`config.mk`:
```
export PLATFORM = sky130hd
export DESIGN_NAME = picl_top
export DESIGN_NICKNAME = d
export VERILOG_FILES = /design/src/picl_pkg.sv /design/src/picl_sync.sv /design/src/picl_top.sv
export SDC_FILE = /design/constraint.sdc
export NUM_CORES = 1
export LEC_CHECK = 0
export BUFFER_PORTS_ARGS = -buffer_cell sky130_fd_sc_hd__buf_2
export CAP_MARGIN = 20
export CORE_ASPECT_RATIO = 1.5
export CORE_MARGIN = 10
export CORE_UTILIZATION = 55
export CTS_BUF_LIST = sky130_fd_sc_hd__clkbuf_8 sky130_fd_sc_hd__clkbuf_16
export CTS_CLUSTER_SIZE = 10
export DETAILED_ROUTE_END_ITERATION = 16
export GPL_TIMING_DRIVEN = 0
export PLACE_DENSITY = 0.81
export SYNTH_ARGS = -nofsm -noshare
export SYNTH_HDL_FRONTEND = slang
export SYNTH_SLANG_ARGS = --single-unit
```
`constraint.sdc`:
```
create_clock -name sys_clk -period 2.6 [get_ports sys_clk]
set_input_delay 0.39 -clock sys_clk [delete_from_list [all_inputs] [get_ports sys_clk]]
set_output_delay 0.39 -clock sys_clk [all_outputs]
set_load 0.02 [all_outputs]
```
`src/picl_pkg.sv`:
```
// Purpose: shared constants and types of the power-up configuration loader
// Assumes: 20 MHz system clock
// Notes:   init word and basic control register layouts
package picl_pkg;

  localparam int SYS_CLK_PERIOD_NS = 50;
  localparam int EE_CLK_HALF_NS    = 1000;
  localparam int EE_HALF_CYCLES    = (EE_CLK_HALF_NS + SYS_CLK_PERIOD_NS - 1) / SYS_CLK_PERIOD_NS;
  localparam logic [4:0] EE_HALF_LAST = 5'(EE_HALF_CYCLES - 1);

  localparam int INIT_BITS = 16;
  localparam logic [4:0] INIT_LAST_BIT = 5'h10;

  // serial memory read: start bit, read opcode, six address bits
  localparam int EE_CMD_BITS = 9;
  localparam logic [EE_CMD_BITS-1:0] EE_READ_CMD = 9'h180;
  localparam logic [4:0] EE_FIRST_DATA_EDGE = 5'h0a;
  localparam logic [4:0] EE_LAST_DATA_EDGE  = 5'h19;

  localparam logic [1:0] SETTLE_LAST = 2'h3;

  // init word fields
  localparam int INIT_ADDR_MSB   = 15;
  localparam int INIT_ADDR_LSB   = 11;
  localparam int INIT_TEN_HALF   = 10;
  localparam int INIT_TEN_FULL   = 9;
  localparam int INIT_T4         = 8;
  localparam int INIT_ISO_DIS    = 7;
  localparam int INIT_REPEATER   = 6;
  localparam logic [15:0] INIT_DEFAULT = 16'h0000;
  localparam logic [4:0]  HARDWIRED_PHY_ADDR = 5'h00;

  // basic control register
  localparam logic [4:0] REG_BASIC_CONTROL = 5'h00;
  localparam int CTRL_RESET      = 15;
  localparam int CTRL_LOOPBACK   = 14;
  localparam int CTRL_SPEED100   = 13;
  localparam int CTRL_ANEG_EN    = 12;
  localparam int CTRL_POWER_DOWN = 11;
  localparam int CTRL_ISOLATE    = 10;
  localparam int CTRL_ANEG_RST   = 9;
  localparam int CTRL_DUPLEX     = 8;
  localparam int CTRL_COL_TEST   = 7;
  localparam logic [15:0] CTRL_DEFAULT = 16'h3400;
  localparam logic [15:0] CTRL_STORE_MASK = 16'h7d80;

  typedef enum logic [3:0] {
    ST_SETTLE = 4'h1,
    ST_EEPROM = 4'h2,
    ST_MICRO  = 4'h4,
    ST_DONE   = 4'h8
  } picl_state_t;

  typedef enum logic [1:0] {
    MODE_HARDWIRED = 2'h0,
    MODE_MICRO     = 2'h1,
    MODE_EEPROM    = 2'h2
  } picl_mode_t;

  typedef struct packed {
    logic        read;
    logic        write;
    logic [4:0]  phyAddr;
    logic [4:0]  regAddr;
    logic [15:0] wrData;
  } picl_mgmt_req_t;

  typedef struct packed {
    logic        rdValid;
    logic        hit;
    logic [15:0] rdData;
  } picl_mgmt_rsp_t;

  typedef struct packed {
    logic loopback;
    logic speed100;
    logic anegEnable;
    logic powerDown;
    logic isolateMii;
    logic anegRestart;
    logic fullDuplex;
    logic colTest;
    logic crsRxOnly;
  } picl_phy_ctrl_t;

endpackage : picl_pkg

```
`src/picl_sync.sv`:
```
// Purpose: two-stage synchroniser for pin inputs
// Assumes: single system clock, synchronous reset
// Notes:   first stage feeds only the second
`timescale 1ns/1ps
`default_nettype none
module picl_sync #(
  parameter int WIDTH = 1
) (
  input  wire logic             sys_clk,
  input  wire logic             rst,
  input  wire logic [WIDTH-1:0] asyncIn,
  output logic      [WIDTH-1:0] syncOut
);

  typedef struct packed {
    logic [WIDTH-1:0] meta;
    logic [WIDTH-1:0] stable;
  } picl_sync_st_t;

  picl_sync_st_t cur_ff;
  picl_sync_st_t nxt_cur;

  always_comb begin
    nxt_cur        = cur_ff;
    nxt_cur.meta   = asyncIn;
    nxt_cur.stable = cur_ff.meta;
  end

  always_ff @(posedge sys_clk) begin
    if (rst) begin
      cur_ff <= '0;
    end else begin
      cur_ff <= nxt_cur;
    end
  end

  assign syncOut = cur_ff.stable;

endmodule : picl_sync
`default_nettype wire

```
`src/picl_top.sv`:
```
// Purpose: power-up configuration loader and basic control register of the PHY
// Assumes: rst is the power-up reset; 20 MHz sys_clk
// Notes:   management frame decoding sits outside; this block sees decoded requests
`timescale 1ns/1ps
`default_nettype none
module picl_top
  import picl_pkg::*;
(
  input  wire logic            sys_clk,
  input  wire logic            rst,
  input  wire logic            cfgModeSelIn,
  input  wire logic            cfgModeSelHiZ,
  output logic                 cfgModeSelOut,
  output logic                 cfgModeSelOe,
  input  wire logic            cfgSerialClkIn,
  output logic                 cfgSerialClkOut,
  output logic                 cfgSerialClkOe,
  input  wire logic            cfgSerialDataIn,
  input  wire logic            strapTenHalf,
  input  wire picl_mgmt_req_t  mgmtReq,
  output picl_mgmt_rsp_t       mgmtRsp,
  output logic [15:0]          initWord,
  output logic                 initLoaded,
  output logic                 statT4Cap,
  output logic                 statTenFullCap,
  output logic                 statTenHalfCap,
  output picl_phy_ctrl_t       phyCtrl
);

  typedef struct packed {
    picl_state_t     state;
    picl_mode_t      mode;
    logic [1:0]      settle;
    logic [4:0]      tick;
    logic [4:0]      bitCnt;
    logic [EE_CMD_BITS-1:0] cmdSh;
    logic            sclk;
    logic            addrOut;
    logic            addrOe;
    logic            sclkOe;
    logic            clkPrev;
    logic [15:0]     shift;
    logic [15:0]     init;
    logic            loaded;
    logic [15:0]     ctrl;
    logic            anegRestart;
    picl_mgmt_rsp_t  rsp;
  } picl_top_st_t;

  picl_top_st_t cur_ff;
  picl_top_st_t nxt_cur;

  logic [4:0] pinSync;
  logic       modeSelLvl;
  logic       modeSelHiZ;
  logic       serClk;
  logic       serData;
  logic       tenHalf;
  logic       addrMatch;
  logic [4:0] ownAddr;

  picl_sync #(
    .WIDTH (5)
  ) u_pin_sync (
    .sys_clk (sys_clk),
    .rst     (rst),
    .asyncIn ({cfgModeSelIn, cfgModeSelHiZ, cfgSerialClkIn, cfgSerialDataIn, strapTenHalf}),
    .syncOut (pinSync)
  );

  assign modeSelLvl = pinSync[4];
  assign modeSelHiZ = pinSync[3];
  assign serClk     = pinSync[2];
  assign serData    = pinSync[1];
  assign tenHalf    = pinSync[0];

  // hardwired mode answers only address zero; otherwise the loaded address
  assign ownAddr   = (cur_ff.mode == MODE_HARDWIRED) ? HARDWIRED_PHY_ADDR
                   : cur_ff.init[INIT_ADDR_MSB:INIT_ADDR_LSB];
  assign addrMatch = (mgmtReq.phyAddr == ownAddr);

  always_comb begin
    nxt_cur             = cur_ff;
    nxt_cur.anegRestart = 1'b0;
    nxt_cur.rsp.rdValid = 1'b0;
    nxt_cur.rsp.hit     = 1'b0;

    case (cur_ff.state)
      ST_SETTLE: begin
        // wait for the synchronisers to fill, then catch the mode pin once
        nxt_cur.settle = cur_ff.settle + 2'h1;
        if (cur_ff.settle == SETTLE_LAST) begin
          if (modeSelHiZ) begin
            nxt_cur.mode    = MODE_EEPROM;
            nxt_cur.state   = ST_EEPROM;
            nxt_cur.addrOe  = 1'b1;
            nxt_cur.sclkOe  = 1'b1;
            nxt_cur.cmdSh   = EE_READ_CMD;
            nxt_cur.addrOut = EE_READ_CMD[EE_CMD_BITS-1];
          end else if (modeSelLvl) begin
            nxt_cur.mode    = MODE_MICRO;
            nxt_cur.state   = ST_MICRO;
            nxt_cur.clkPrev = serClk;
          end else begin
            nxt_cur.mode  = MODE_HARDWIRED;
            nxt_cur.state = ST_DONE;
            nxt_cur.loaded = 1'b1;
            nxt_cur.init[INIT_TEN_HALF] = tenHalf;
            nxt_cur.init[INIT_TEN_FULL] = serClk;
            nxt_cur.init[INIT_T4]       = serData;
          end
        end
      end

      ST_EEPROM: begin
        nxt_cur.tick = cur_ff.tick + 5'h01;
        if (cur_ff.tick == EE_HALF_LAST) begin
          nxt_cur.tick = '0;
          if (!cur_ff.sclk) begin
            nxt_cur.sclk   = 1'b1;
            nxt_cur.bitCnt = cur_ff.bitCnt + 5'h01;
          end else begin
            nxt_cur.sclk    = 1'b0;
            nxt_cur.cmdSh   = {cur_ff.cmdSh[EE_CMD_BITS-2:0], 1'b0};
            nxt_cur.addrOut = cur_ff.cmdSh[EE_CMD_BITS-2];
            if (cur_ff.bitCnt >= EE_FIRST_DATA_EDGE) begin
              nxt_cur.shift = {serData, cur_ff.shift[15:1]};
            end
            if (cur_ff.bitCnt == EE_LAST_DATA_EDGE) begin
              nxt_cur.init    = {serData, cur_ff.shift[15:1]};
              nxt_cur.loaded  = 1'b1;
              nxt_cur.state   = ST_DONE;
              nxt_cur.addrOe  = 1'b0;
              nxt_cur.sclkOe  = 1'b0;
              nxt_cur.addrOut = 1'b0;
            end
          end
        end
      end

      ST_MICRO: begin
        // only this device's clock toggles when it is being programmed
        nxt_cur.clkPrev = serClk;
        if (serClk && !cur_ff.clkPrev) begin
          nxt_cur.shift  = {serData, cur_ff.shift[15:1]};
          nxt_cur.bitCnt = cur_ff.bitCnt + 5'h01;
          if (cur_ff.bitCnt == INIT_LAST_BIT - 5'h01) begin
            nxt_cur.init   = {serData, cur_ff.shift[15:1]};
            nxt_cur.loaded = 1'b1;
            nxt_cur.state  = ST_DONE;
          end
        end
      end

      ST_DONE: begin
        nxt_cur.state = ST_DONE;
      end

      default: begin
        nxt_cur.state = ST_SETTLE;
      end
    endcase

    // management access to the basic control register
    if (mgmtReq.write && addrMatch) begin
      if (mgmtReq.regAddr == REG_BASIC_CONTROL) begin
        nxt_cur.rsp.hit = 1'b1;
        if (mgmtReq.wrData[CTRL_RESET]) begin
          nxt_cur.ctrl = CTRL_DEFAULT;
        end else begin
          nxt_cur.ctrl = mgmtReq.wrData & CTRL_STORE_MASK;
          nxt_cur.anegRestart = mgmtReq.wrData[CTRL_ANEG_RST];
        end
      end
    end else if (mgmtReq.read && addrMatch) begin
      nxt_cur.rsp.rdValid = 1'b1;
      if (mgmtReq.regAddr == REG_BASIC_CONTROL) begin
        nxt_cur.rsp.hit    = 1'b1;
        nxt_cur.rsp.rdData = cur_ff.ctrl;
      end else begin
        nxt_cur.rsp.rdData = '0;
      end
    end
  end

  always_ff @(posedge sys_clk) begin
    if (rst) begin
      cur_ff             <= '0;
      cur_ff.state       <= ST_SETTLE;
      cur_ff.mode        <= MODE_HARDWIRED;
      cur_ff.cmdSh       <= EE_READ_CMD;
      cur_ff.init        <= INIT_DEFAULT;
      cur_ff.ctrl        <= CTRL_DEFAULT;
    end else begin
      cur_ff <= nxt_cur;
    end
  end

  assign cfgModeSelOut   = cur_ff.addrOut;
  assign cfgModeSelOe    = cur_ff.addrOe;
  assign cfgSerialClkOut = cur_ff.sclk;
  assign cfgSerialClkOe  = cur_ff.sclkOe;
  assign mgmtRsp         = cur_ff.rsp;
  assign initWord        = cur_ff.init;
  assign initLoaded      = cur_ff.loaded;

  assign statT4Cap      = cur_ff.init[INIT_T4];
  assign statTenFullCap = cur_ff.init[INIT_TEN_FULL];
  assign statTenHalfCap = cur_ff.init[INIT_TEN_HALF];

  always_comb begin
    phyCtrl.loopback    = cur_ff.ctrl[CTRL_LOOPBACK];
    phyCtrl.anegEnable  = cur_ff.ctrl[CTRL_ANEG_EN];
    phyCtrl.speed100    = cur_ff.ctrl[CTRL_ANEG_EN] | cur_ff.ctrl[CTRL_SPEED100];
    phyCtrl.powerDown   = cur_ff.ctrl[CTRL_POWER_DOWN];
    phyCtrl.isolateMii  = cur_ff.ctrl[CTRL_ISOLATE] & ~cur_ff.init[INIT_ISO_DIS];
    phyCtrl.anegRestart = cur_ff.anegRestart;
    phyCtrl.fullDuplex  = ~cur_ff.ctrl[CTRL_ANEG_EN] & cur_ff.ctrl[CTRL_DUPLEX]
                          & ~cur_ff.init[INIT_REPEATER];
    phyCtrl.colTest     = cur_ff.ctrl[CTRL_COL_TEST];
    phyCtrl.crsRxOnly   = cur_ff.init[INIT_REPEATER];
  end

endmodule : picl_top
`default_nettype wire
```
## After elaboration in Yosys (flattened, before gate mapping)

Cells that the tools add are included.

| word-level totals | value |
|---|---|
| flip-flop bits (word level) | 109 |
| input bits | 35 |
| output and inout bits | 51 |
| word-level logic and storage cells | 128 |

| cells by class | value |
|---|---|
| $add $sub $neg | 3 |
| order comparisons | 1 |
| equality and inequality tests | 21 |
| muxes and demuxes | 48 |
| bitwise logic cells | 9 |
| reductions and logical operators | 24 |

Operator list:

| kind | count |
|---|---|
| $mux W33 | 3 |
| $pmux W21 S2 | 1 |
| $mux W17 | 2 |
| $mux W16 | 2 |
| $pmux W8 S2 | 2 |
| $mux W4 | 6 |
| $mux W23 | 1 |
| $ne A2 B2 Y1 const B | 10 |
| $mux W18 | 1 |
| $mux W3 | 6 |
| $mux W6 | 3 |
| $reduce_and A6 Y1 | 3 |
| $mux W8 | 2 |
| $pmux W4 S4 | 1 |
| $mux W15 | 1 |
| $mux W5 | 3 |
| $add A5 B1 Y5 const B | 2 |
| $eq A5 B5 Y1 const B | 2 |
| $pmux W5 S2 | 1 |
| $reduce_and A5 Y1 | 2 |
| $mux W9 | 1 |
| $pmux W3 S3 | 1 |
| $reduce_and A9 Y1 | 1 |
| $mux W1 | 8 |
| other kinds (26) | 41 |

## Logic depth before layout (Yosys ltp)

Gate-level depths: netlist of the first run.

| depth | value |
|---|---|
| depth in word-level cells | 6 |
| mapped depth | 8 |
| mapped depth without buffers | 8 |

## Modules after synthesis

A second synthesis of the first run with hierarchy kept.

| second synthesis, totals | value |
|---|---|
| cells, all modules | 440 |
| area total of the unflattened synthesis | 4,077.7 µm² |

By module, submodules not included:

| module | instances | cells an instance | area each (µm²) | seq. area each (µm²) |
|---|---|---|---|---|
| picl_top | 1 | 415 | 3,777.4 | 1,561.5 |
| picl_sync | 1 | 25 | 300.3 | 200.2 |

## Least setup slack after synthesis of the first run

Ideal clock, no wire load.

| timing | value |
|---|---|
| path type | register -> register |
| from | register cur_ff[87] (netlist name) |
| to | register cur_ff[57] (netlist name) |
| library setup time | 0.128 ns |
| arrival time | 1.766 ns |
| setup slack | 0.707 ns |
| stages on the path, launching flop included | 8 |
| path buffers | 1 |
| path through | dfxtp_1 -> ha_1 -> and4bb_2 -> o21ai_0 -> a21oi_2 -> buf_4 -> mux2i_1 -> nor2_1 |

| between the ends | value |
|---|---|
| cells in the longest elaborated chain, start to end | 3 |

RTL lines:

| item | line | source |
|---|---|---|
| from (decl) | picl_top.sv:50 | `picl_top_st_t cur_ff;` |
| from (signal assigned) | picl_top.sv:195 | `cur_ff <= nxt_cur;` |
| $eq A5 B5 Y1 | picl_top.sv:117 | `if (cur_ff.tick == EE_HALF_LAST) begin` |
| $ne A2 B2 Y1 (no source line) | n/a |  |
| $reduce_and A5 Y1 (no source line) | n/a |  |

No other way between the ends.
A chain may end at the register's enable or synchronous reset.

## Worst setup path in the final report of the first run

| timing | value |
|---|---|
| from | register cur_ff[87] (netlist name) |
| to | register cur_ff[66] (netlist name) |

The elaborated chain is that of the path after synthesis.

==> reports/metrics.cfg, run 1 <==
[cts]
clockBufferDepth = 2
cts_buffers = 9
tritoncts = built
postCtsHoldBufs = 0
root_buffer = clkbuf_8
h-tree-depth = 3
clkSinkCount = 88
clock_insertion_delay_worst_skew_ps = 360
postCtsSetupBuffers = 0
path_clk_slew_ps = 90
cts_resized = 0

[finish]
fillers = 619
seqCellArea_um2 = 1760
drive_gt1_share_pct = 29.3
multi_input_area_um2 = 1990
area_delta_synth_final_pct = 17.3
fin_nets = 575
antennaDiodeCount = 0
final_area_um2 = 4900

[critical_path]
crit_path_start_kind = flop
rr_startpoint = cur_ff[87]
r2r_slack_ps = 310
worstPathMaxFanout = 10
r2r_end = cur_ff[66]
cp-startpoint = cur_ff[87]
crit_arrival_ps = 2530
crit_end = cur_ff[66]
cp-end-kind = flop
criticalPathCategory = flop to flop
r2r_cells = 7
cp.required_ps = 2840

[sta]
fmax_ghz = 0.436
timing.final.crit_share_pct = 88.2
final-setup-viol-count = 0
rsz0062_at_grt = false
relSlewSlack_pct = 60.2
period_needed_ps = 2290
fin_skew_ps = 7.54
finalMaxSlewViolations = 0
fin_setup_tns_ps = 0
tightest_slew_ps = 597
hold_violations = 0

[place]
place_hpwl_mm = 7.18
port-buffer-count = 69
post_dp_cell_area_um2 = 4680
routabilityCongestion = 0.856

[power_and_ir_drop]
p_leak_nw = 2.03
ir_drop_v = 0.000403
pwr_density_cell_nw_per_um2 = 529

[run_status]
status = complete, no violations

[synthesis]
synth_cell_type_count = 60
ys_top_cells_by_area = dfxtp_1 42%, mux2i_1 11%, buf_4 7.5%
syn_inst = 446
ys_seq_area_share_pct = 42.1
ys_ff_latch = 88
async_flop_share_pct = 0
synth-edff-count = 0
synth_area_um2 = 4180
yosys_warnings = 0
netlist.area_leader.share_pct = 42.1
synth_top_area_cell = dfxtp_1
syn_avg_cell_area_um2 = 9.37
synth-main-ff-cell = dfxtp_1

[grt]
grt_pass1_wl_mm = 15.9
grt_max_degree = 15
overflow = 0
grt_pass1_vias = 3292
grt_use_total_pct = 16.7
antenna_found_initial = 0

[floorplanning]
initial_utilization_pct = 57.1
dieArea_um2 = 11600
die_y_um = 127
fp.dieW_um = 91.2
core_um2 = 7320
rows = 38
ioPinCount = 86

[routing]
postRouteAntennaNets = 0
drc_errors = 0
first_iter_violations = 155
routed-via-count = 3297
wl_per_cell_um = 14.9
wl_mm = 9.53
routed_via_density = 5.16
firstDrtPassIters = 4

[worst_hold_path]
hp-class = input port to flop

[run]
cap_violations = 0

==> report_power, final <==
group | internal, mW | switching (mW) | leakage, nW
clock network | 0.562 | 0.483 | 0.110
logic | 0.0681 | 0.106 | 1.21
registers | 1.36 | 0.0116 | 0.712
total | 1.99 | 0.601 | 2.03
==> cell usage in the layout (no fill, tap or decap), drive strengths merged, types with 3 or more instances in the layout <==
cell    instances
o21a            3
or3             3
mux2i          44
nor4b           3
ha              6
conb            9
nand3          14
xnor2           5
nand2          19
buf           122
or4             8
nor3b           4
and4bb          3
xor2            5
a21oi          18
inv             9
and3            4
clkbuf         21
nand2b          6
nand4b          3
or3b            3
o21ai          11
dfxtp          88
nor3            6
o32ai           3
o31ai           7
nor2           66
nor2b          12
==> synthesized netlist by cell type, drive strengths merged (7+ instances only) <==
cell type,n
a21oi,18
buf,53
clkbuf,11
dfxtp,88
inv,8
mux2i,44
nand2,19
nand3,14
nor2,66
nor2b,12
o21ai,11
o31ai,7
or4,8
==> worst min path at each step <==
stage                          from               endpoint  cells after the start
6_report               strapTenHalf   u_pin_sync.cur_ff[5]                      2
5_1_grt             cfgSerialDataIn   u_pin_sync.cur_ff[6]                      2
4_1_cts                 mgmtReq[26]            mgmtRsp[17]                      2
3_5_place_dp   u_pin_sync.cur_ff[7]  u_pin_sync.syncOut[2]                      1
3_3_place_gp   u_pin_sync.cur_ff[9]  u_pin_sync.syncOut[4]                      1
2_1_floorplan  u_pin_sync.cur_ff[5]  u_pin_sync.syncOut[0]                      1
==> cell families after synthesis <==
group,after synthesis,synth area share (%)
other,1,0.0897
flip-flops,88,42.1
XOR/XNOR,10,2.10
AND/OR/NAND/NOR,166,22.0
AO/OA/AOI/OAI,59,10.3
adder cells (fa/ha/maj),6,1.80
buffers and inverters,72,11.0
multiplexers,44,10.5
==> per-layer routing <==
metal / track usage, % / share of wire [%] / vias to the layer above
met4: 7.40 / 2.1 / 0
met2: 30.3 / 54 / 85
met5: 0 / 0 / -
met1: 17.8 / 40 / 1528
met3: 4.07 / 4.6 / 16
li1: - / - / 1668
==> sequential cells by signal (all words and copies together), names as in the netlist <==
register            cells
cfgModeSelOe            1
u_pin_sync.syncOut      5
cfgModeSelOut           1
phyCtrl                 5
mgmtRsp                 9
initLoaded              1
u_pin_sync.cur_ff       5
cfgSerialClkOut         1
cur_ff                 44
initWord               16
==> critical path, stage by stage (launching register included) <==
cell	delay, ps
dfxtp_1	380
ha_1	240
and4bb_2	330
o21ai_0	170
a21oi_2	460
buf_4	310
mux2i_1	220
nor2_1	50
==> area by class of cell <==
cell class              instances  share of cell area [%]
plain buffers                  64                    8.78
inverters                       8                   0.613
repair buffers                 69                    7.04
flip-flops and latches         88                    35.9
well taps                     100                    2.55
multi-input cells             294                    40.6
clock inverters                 6                    1.71
clock buffers                  10                    2.81
==> stage by stage <==
stage               hold slack (ps)  utilization (%)  power [mW]  setup slack, ps  std cells
floorplan                       414                -        1.52              707        454
global placement                419             63.9        1.57              370        623
detailed placement              425             63.9        1.58              308        623
CTS                             228             67.0        2.61              287        639
global route                    238             67.0        2.68              167        639
finish                          235             67.0        2.59              308        639
(Power assumes the default switching activity.)
==> run 2: changes to the inputs <==
- PLACE_DENSITY: 0.81 -> 0.89
==> reports/metrics.cfg, run 2 (same netlist as run 1, synthesis figures left out) <==
[critical_path]
cp_num_buf_inv = 1  ; unchanged
critPathTopFamily = compound AO/OA/AOI/OAI gates  ; unchanged
cp-end-kind = flop  ; unchanged
cp.required_ps = 2840  ; about the same
worstPathMaxFanout = 10  ; unchanged
slowest_delay_ps = 440  ; was 460 ps
crit_chain = ha_1 > and4bb_2 > o21ai_0 > a21oi_2 > buf_4 > mux2i_1 > nor2_1  ; unchanged
crit_path_start_kind = flop  ; unchanged
criticalPathCategory = flop to flop  ; unchanged
cp_slowest_cell = a21oi_2  ; unchanged
crit_arrival_ps = 2530  ; about the same

[floorplanning]
rows = 38  ; unchanged
fp.dieW_um = 91.2  ; unchanged
core_um2 = 7320  ; unchanged
die_y_um = 127  ; unchanged
dieArea_um2 = 11600  ; unchanged
initial_utilization_pct = 57.1  ; unchanged
ioPinCount = 86  ; unchanged

[grt]
use_met1_pct = 17.1  ; was 17.8%
grt_pass1_vias = 3509  ; was 3292
grt_use_total_pct = 16.8  ; was 16.7%
grt_max_degree = 14  ; was 15
overflow = 0  ; unchanged
met3_usage_pct = 5.02  ; was 4.07%
antenna_found_initial = 0  ; unchanged
grt_pass1_wl_mm = 16.2  ; was 15.9 mm
busiest_layer = met2  ; unchanged
grtUsageMet2_pct = 30.3  ; about the same

[routing]
first_iter_violations = 195  ; was 155
wl_mm = 9.67  ; was 9.53 mm
wl_per_cell_um = 15.2  ; was 14.9 um
firstDrtPassIters = 4  ; unchanged
routed-via-count = 3354  ; was 3297
postRouteAntennaNets = 0  ; unchanged
routed_via_density = 5.27  ; was 5.16
drc_errors = 0  ; unchanged

[cts]
clockBufferDepth = 2  ; unchanged
cts_buffers = 9  ; unchanged
tritoncts = built  ; unchanged
postCtsSetupBuffers = 0  ; unchanged
postCtsHoldBufs = 0  ; unchanged
h-tree-depth = 3  ; unchanged
cts_resized = 0  ; unchanged
clock_insertion_delay_worst_skew_ps = 370  ; was 360 ps
path_clk_slew_ps = 90  ; about the same
clkSinkCount = 88  ; unchanged
root_buffer = clkbuf_8  ; unchanged

[power_and_ir_drop]
seqPwrFrac_pct = 56.4  ; was 53.0%
sw_frac_of_total_pct = 23.9  ; was 23.1%
netSwitchingPower_mw = 0.582  ; was 0.601 mW
p_leak_nw = 2.02  ; was 2.03 nW
p_comb_share_pct = 7.2  ; was 6.7%
power_mw = 2.44  ; was 2.59 mW
p_clk_share_pct = 36.4  ; was 40.3%
ir_drop_v = 0.000417  ; was 0.000403 V
pwr_density_cell_nw_per_um2 = 503  ; was 529 nW/um^2
internal_power_mw = 1.86  ; was 1.99 mW

[sta]
hold_violations = 0  ; unchanged
relSlewSlack_pct = 60.4  ; was 60.2%
tightest_slew_ps = 594  ; was 597 ps
fin_setup_tns_ps = 0  ; unchanged
final-setup-viol-count = 0  ; unchanged
finalMaxSlewViolations = 0  ; unchanged
setup_ws_ps = 309  ; was 308 ps
fmax_ghz = 0.436  ; about the same
rsz0062_at_grt = false  ; unchanged
timing.final.crit_share_pct = 88.1  ; was 88.2%
fin_skew_ps = 10.6  ; was 7.54 ps
period_needed_ps = 2290  ; about the same

[run]
cap_violations = 0  ; unchanged

[finish]
fin_nets = 575  ; unchanged
drive_gt1_share_pct = 29.1  ; was 29.3%
final_common_cell = dfxtp_1  ; unchanged
instances_no_fill = 637  ; was 639
area_delta_synth_final_pct = 16.2  ; was 17.3%
regMostFlops = cur_ff  ; unchanged
antennaDiodeCount = 0  ; unchanged
finish.utilization_pct = 66.3  ; was 67.0%
largest_reg_flops = 44  ; unchanged
final_cell_mix = 88 x dfxtp_1, 77 x buf_2, 62 x nor2_1  ; unchanged

[worst_hold_path]
hp-class = input port to flop  ; unchanged

[place]
post-place-ws_ps = 338  ; was 308 ps
place_hpwl_mm = 7.44  ; was 7.18 mm
dp_cells = 623  ; unchanged
port-buffer-count = 69  ; unchanged
routabilityCongestion = 0.847  ; was 0.856

[run_status]
status = complete, no violations  ; unchanged

## run 2: changes by cell type in the layout (fill, tap and decap cells not counted)
cell / delta
clkbuf_8: -1
clkinvlp_4: -1
clkinv_2: +1
bufinv_16: -1
## run 2: power groups by stage
stage / sequential (mW) / combinational, mW / clock [mW]
after floorplan: 1.41 / 0.111 / 0
after global placement: 1.41 / 0.166 / 0
after detailed placement: 1.41 / 0.173 / 0
after CTS: 1.38 / 0.174 / 0.900
after global routing: 1.38 / 0.194 / 0.940
final: 1.38 / 0.176 / 0.889
## run 2: path summary, 6_finish.rpt
path | from | to | slack, ps | depth (start not counted)
worst max-delay path | cur_ff[87] | cur_ff[66] | 310 | 7
worst min-delay path | cfgSerialDataIn | u_pin_sync.cur_ff[6] | 240 | 2
worst max register to register | cur_ff[87] | cur_ff[66] | 310 | 7
worst min register to register | u_pin_sync.cur_ff[7] | u_pin_sync.syncOut[2] | 450 | 1
## run 2: layout make-up
class                           count  area (um^2)
Multi-Input combinational cell    294         1990
Clock buffer                        9          124
Buffer                             64          430
Timing Repair Buffer               69          345
Inverter                            8         30.0
Tap cell                          100          125
Sequential cell                    88         1760
Clock inverter                      5         51.3
Fill cell                         602         2470
## run 2: metal layers
layer / part of all wire [%] / routed length [um] / vias up
met2: 53 / 5150 / 89
met4: 2.7 / 259 / 0
met5: 0 / 0 / -
met1: 39 / 3810 / 1576
li1: - / - / 1672
met3: 4.6 / 447 / 17
## run 2: per-stage QoR
step                instance area (um^2)  hold slack, ps
floorplan                           4210             414
global placement                    4680             417
detailed placement                  4680             430
CTS                                 4860             227
global route                        4860             235
finish                              4860             239
## run 2: worst register-to-register path, delay by kind of cell (launching register included)
kind	cells	cell delay, ps
AOI/OAI and AO/OA	2	600
buffers and inverters	1	300
DFF	1	390
muxes	1	230
adders and majority gates	1	240
and+or+nand+nor	2	390
==> run 3: changes to the inputs <==
- CELL_PAD_IN_SITES_DETAIL_PLACEMENT: not set -> 1
- CELL_PAD_IN_SITES_GLOBAL_PLACEMENT: not set -> 1
- CORE_MARGIN: 10 -> not set
- CORE_UTILIZATION: 55 -> 41
- PLACE_DENSITY: 0.89 -> 0.88
==> reports/metrics.cfg, run 3 (same netlist as run 1, synthesis figures left out) <==
[run_status]
status = finished, violations left  ; was complete, no violations
violations = design-rule violations

[cts]
postCtsHoldBufs = 0  ; unchanged
root_buffer = clkbuf_16  ; was clkbuf_8
path_clk_slew_ps = 70  ; was 90 ps
postCtsSetupBuffers = 0  ; unchanged
cts_buffers = 9  ; unchanged
clkSinkCount = 88  ; unchanged
clockBufferDepth = 2  ; unchanged
clock_insertion_delay_worst_skew_ps = 350  ; was 370 ps
cts_resized = 0  ; unchanged
h-tree-depth = 3  ; unchanged
tritoncts = built  ; unchanged

[sta]
tightest_slew_ps = 731  ; was 594 ps
fin_setup_tns_ps = 0  ; unchanged
timing.final.crit_share_pct = 89.1  ; was 88.1%
period_needed_ps = 2320  ; was 2290 ps
rsz0062_at_grt = false  ; unchanged
fin_skew_ps = 9.34  ; was 10.6 ps
hold_violations = 0  ; unchanged
finalMaxSlewViolations = 0  ; unchanged
final-setup-viol-count = 0  ; unchanged
relSlewSlack_pct = 51.2  ; was 60.4%
fmax_ghz = 0.432  ; was 0.436 GHz

[finish]
area_delta_synth_final_pct = 20.0  ; was 16.2%
multi_input_area_um2 = 1990  ; unchanged
final_area_um2 = 5010  ; was 4860 um^2
drive_gt1_share_pct = 29.5  ; was 29.1%
antennaDiodeCount = 0  ; unchanged
fillers = 1168  ; was 602
final_cell_mix = 88 x dfxtp_1, 77 x buf_2, 62 x nor2_1  ; unchanged
fin_nets = 575  ; unchanged
regMostFlops = cur_ff  ; unchanged
largest_reg_flops = 44  ; unchanged
seqCellArea_um2 = 1760  ; unchanged
final_common_cell = dfxtp_1  ; unchanged
finish.utilization_pct = 51.2  ; was 66.3%

[critical_path]
crit_chain = ha_1 > and4bb_2 > o21ai_0 > a21oi_2 > buf_4 > mux2i_1 > nor2_1  ; unchanged
cp-end-kind = flop  ; unchanged
r2r_slack_ps = 280  ; was 310 ps
slowest_delay_ps = 440  ; about the same
cp_slowest_cell = a21oi_2  ; unchanged
worstPathMaxFanout = 10  ; unchanged
criticalPathCategory = flop to flop  ; unchanged
crit_path_start_kind = flop  ; unchanged
crit_arrival_ps = 2530  ; about the same
cp.required_ps = 2820  ; was 2840 ps

[floorplanning]
fp.dieW_um = 84.4  ; was 91.2 um
rows = 44  ; was 38
initial_utilization_pct = 42.7  ; was 57.1%
ioPinCount = 86  ; unchanged
dieArea_um2 = 10600  ; was 11600 um^2
core_um2 = 9800  ; was 7320 um^2
die_y_um = 126  ; was 127 um

[routing]
postRouteAntennaNets = 0  ; unchanged
routed_via_density = 5.25  ; was 5.27
routed-via-count = 3435  ; was 3354
firstDrtPassIters = 12  ; was 4
first_iter_violations = 119  ; was 195
drc_errors = 8  ; was 0
wl_per_cell_um = 16.8  ; was 15.2 um
wl_mm = 11.0  ; was 9.67 mm

[grt]
grt_pass1_wl_mm = 17.9  ; was 16.2 mm
grt_use_total_pct = 21.7  ; was 16.8%
grt_max_degree = 16  ; was 14
grt_pass1_vias = 3670  ; was 3509
antenna_found_initial = 0  ; unchanged
overflow = 0  ; unchanged

[place]
post_dp_cell_area_um2 = 4700  ; was 4680 um^2
routabilityCongestion = 0.770  ; was 0.847
port-buffer-count = 69  ; unchanged
place_hpwl_mm = 8.18  ; was 7.44 mm

[run]
cap_violations = 0  ; unchanged

[worst_hold_path]
hp-class = input port to flop  ; unchanged

[power_and_ir_drop]
p_leak_nw = 2.07  ; was 2.02 nW
pwr_density_cell_nw_per_um2 = 583  ; was 503 nW/um^2
ir_drop_v = 0.000440  ; was 0.000417 V

run 3: changes by cell type in the layout (fill, tap and decap cells not counted):
cell / before / now
clkbuf_16: 0 / 9
clkbuf_8: 9 / 2
clkinv_2: 2 / 0
clkinvlp_4: 1 / 2
inv_1: 9 / 8
inv_6: 0 / 2
run 3: cell type report:
| cell class | count | area share, % |
|---|---|---|
| sequential | 88 | 35.1 |
| clock buffer | 11 | 5.04 |
| tap | 115 | 2.87 |
| timing repair buffer | 69 | 6.89 |
| inverter | 8 | 0.599 |
| clock inverter | 5 | 1.25 |
| multi-input combinational | 294 | 39.6 |
| buffer | 64 | 8.58 |
run 3: critical path, delay by kind of cell (launching register included):
kind	cells	cell delay [ps]
and+or+nand+nor	2	410
DFF	1	390
buffers and inverters	1	310
AOI/OAI and AO/OA	2	580
muxes	1	240
adders and majority gates	1	250
run 3: metal layers:
| metal | wire length, um | vias up | track usage (%) |
|---|---|---|---|
| met5 | 0 | - | 0 |
| met4 | 405 | 0 | 11.1 |
| met3 | 371 | 26 | 4.06 |
| met2 | 6150 | 79 | 42.1 |
| met1 | 4050 | 1658 | 21.5 |
| li1 | - | 1672 | - |
run 3: worst paths after layout:
| path | startpoint | endpoint | depth (start not counted) |
|---|---|---|---|
| worst min-delay path | mgmtReq[26] | mgmtRsp[17] | 2 |
| worst min register to register | u_pin_sync.cur_ff[7] | u_pin_sync.syncOut[2] | 1 |
| worst max register to register | cur_ff[87] | cur_ff[60] | 7 |
| worst max-delay path | cur_ff[87] | cur_ff[60] | 7 |
run 3: through the flow:
stage	setup slack [ps]	hold WS [ps]	instances	total power, mW
after floorplan	707	414	454	1.52
after global placement	433	420	638	1.58
after detailed placement	286	428	638	1.59
after CTS	262	264	654	2.95
after global routing	97.2	281	654	3.01
final	283	273	654	2.92
run 3: where the power goes:
| group | switching (mW) | internal (mW) |
|---|---|---|
| Combinational | 0.112 | 0.0681 |
| Clock | 0.562 | 0.804 |
| Sequential | 0.0125 | 1.37 |
| Total | 0.687 | 2.24 |
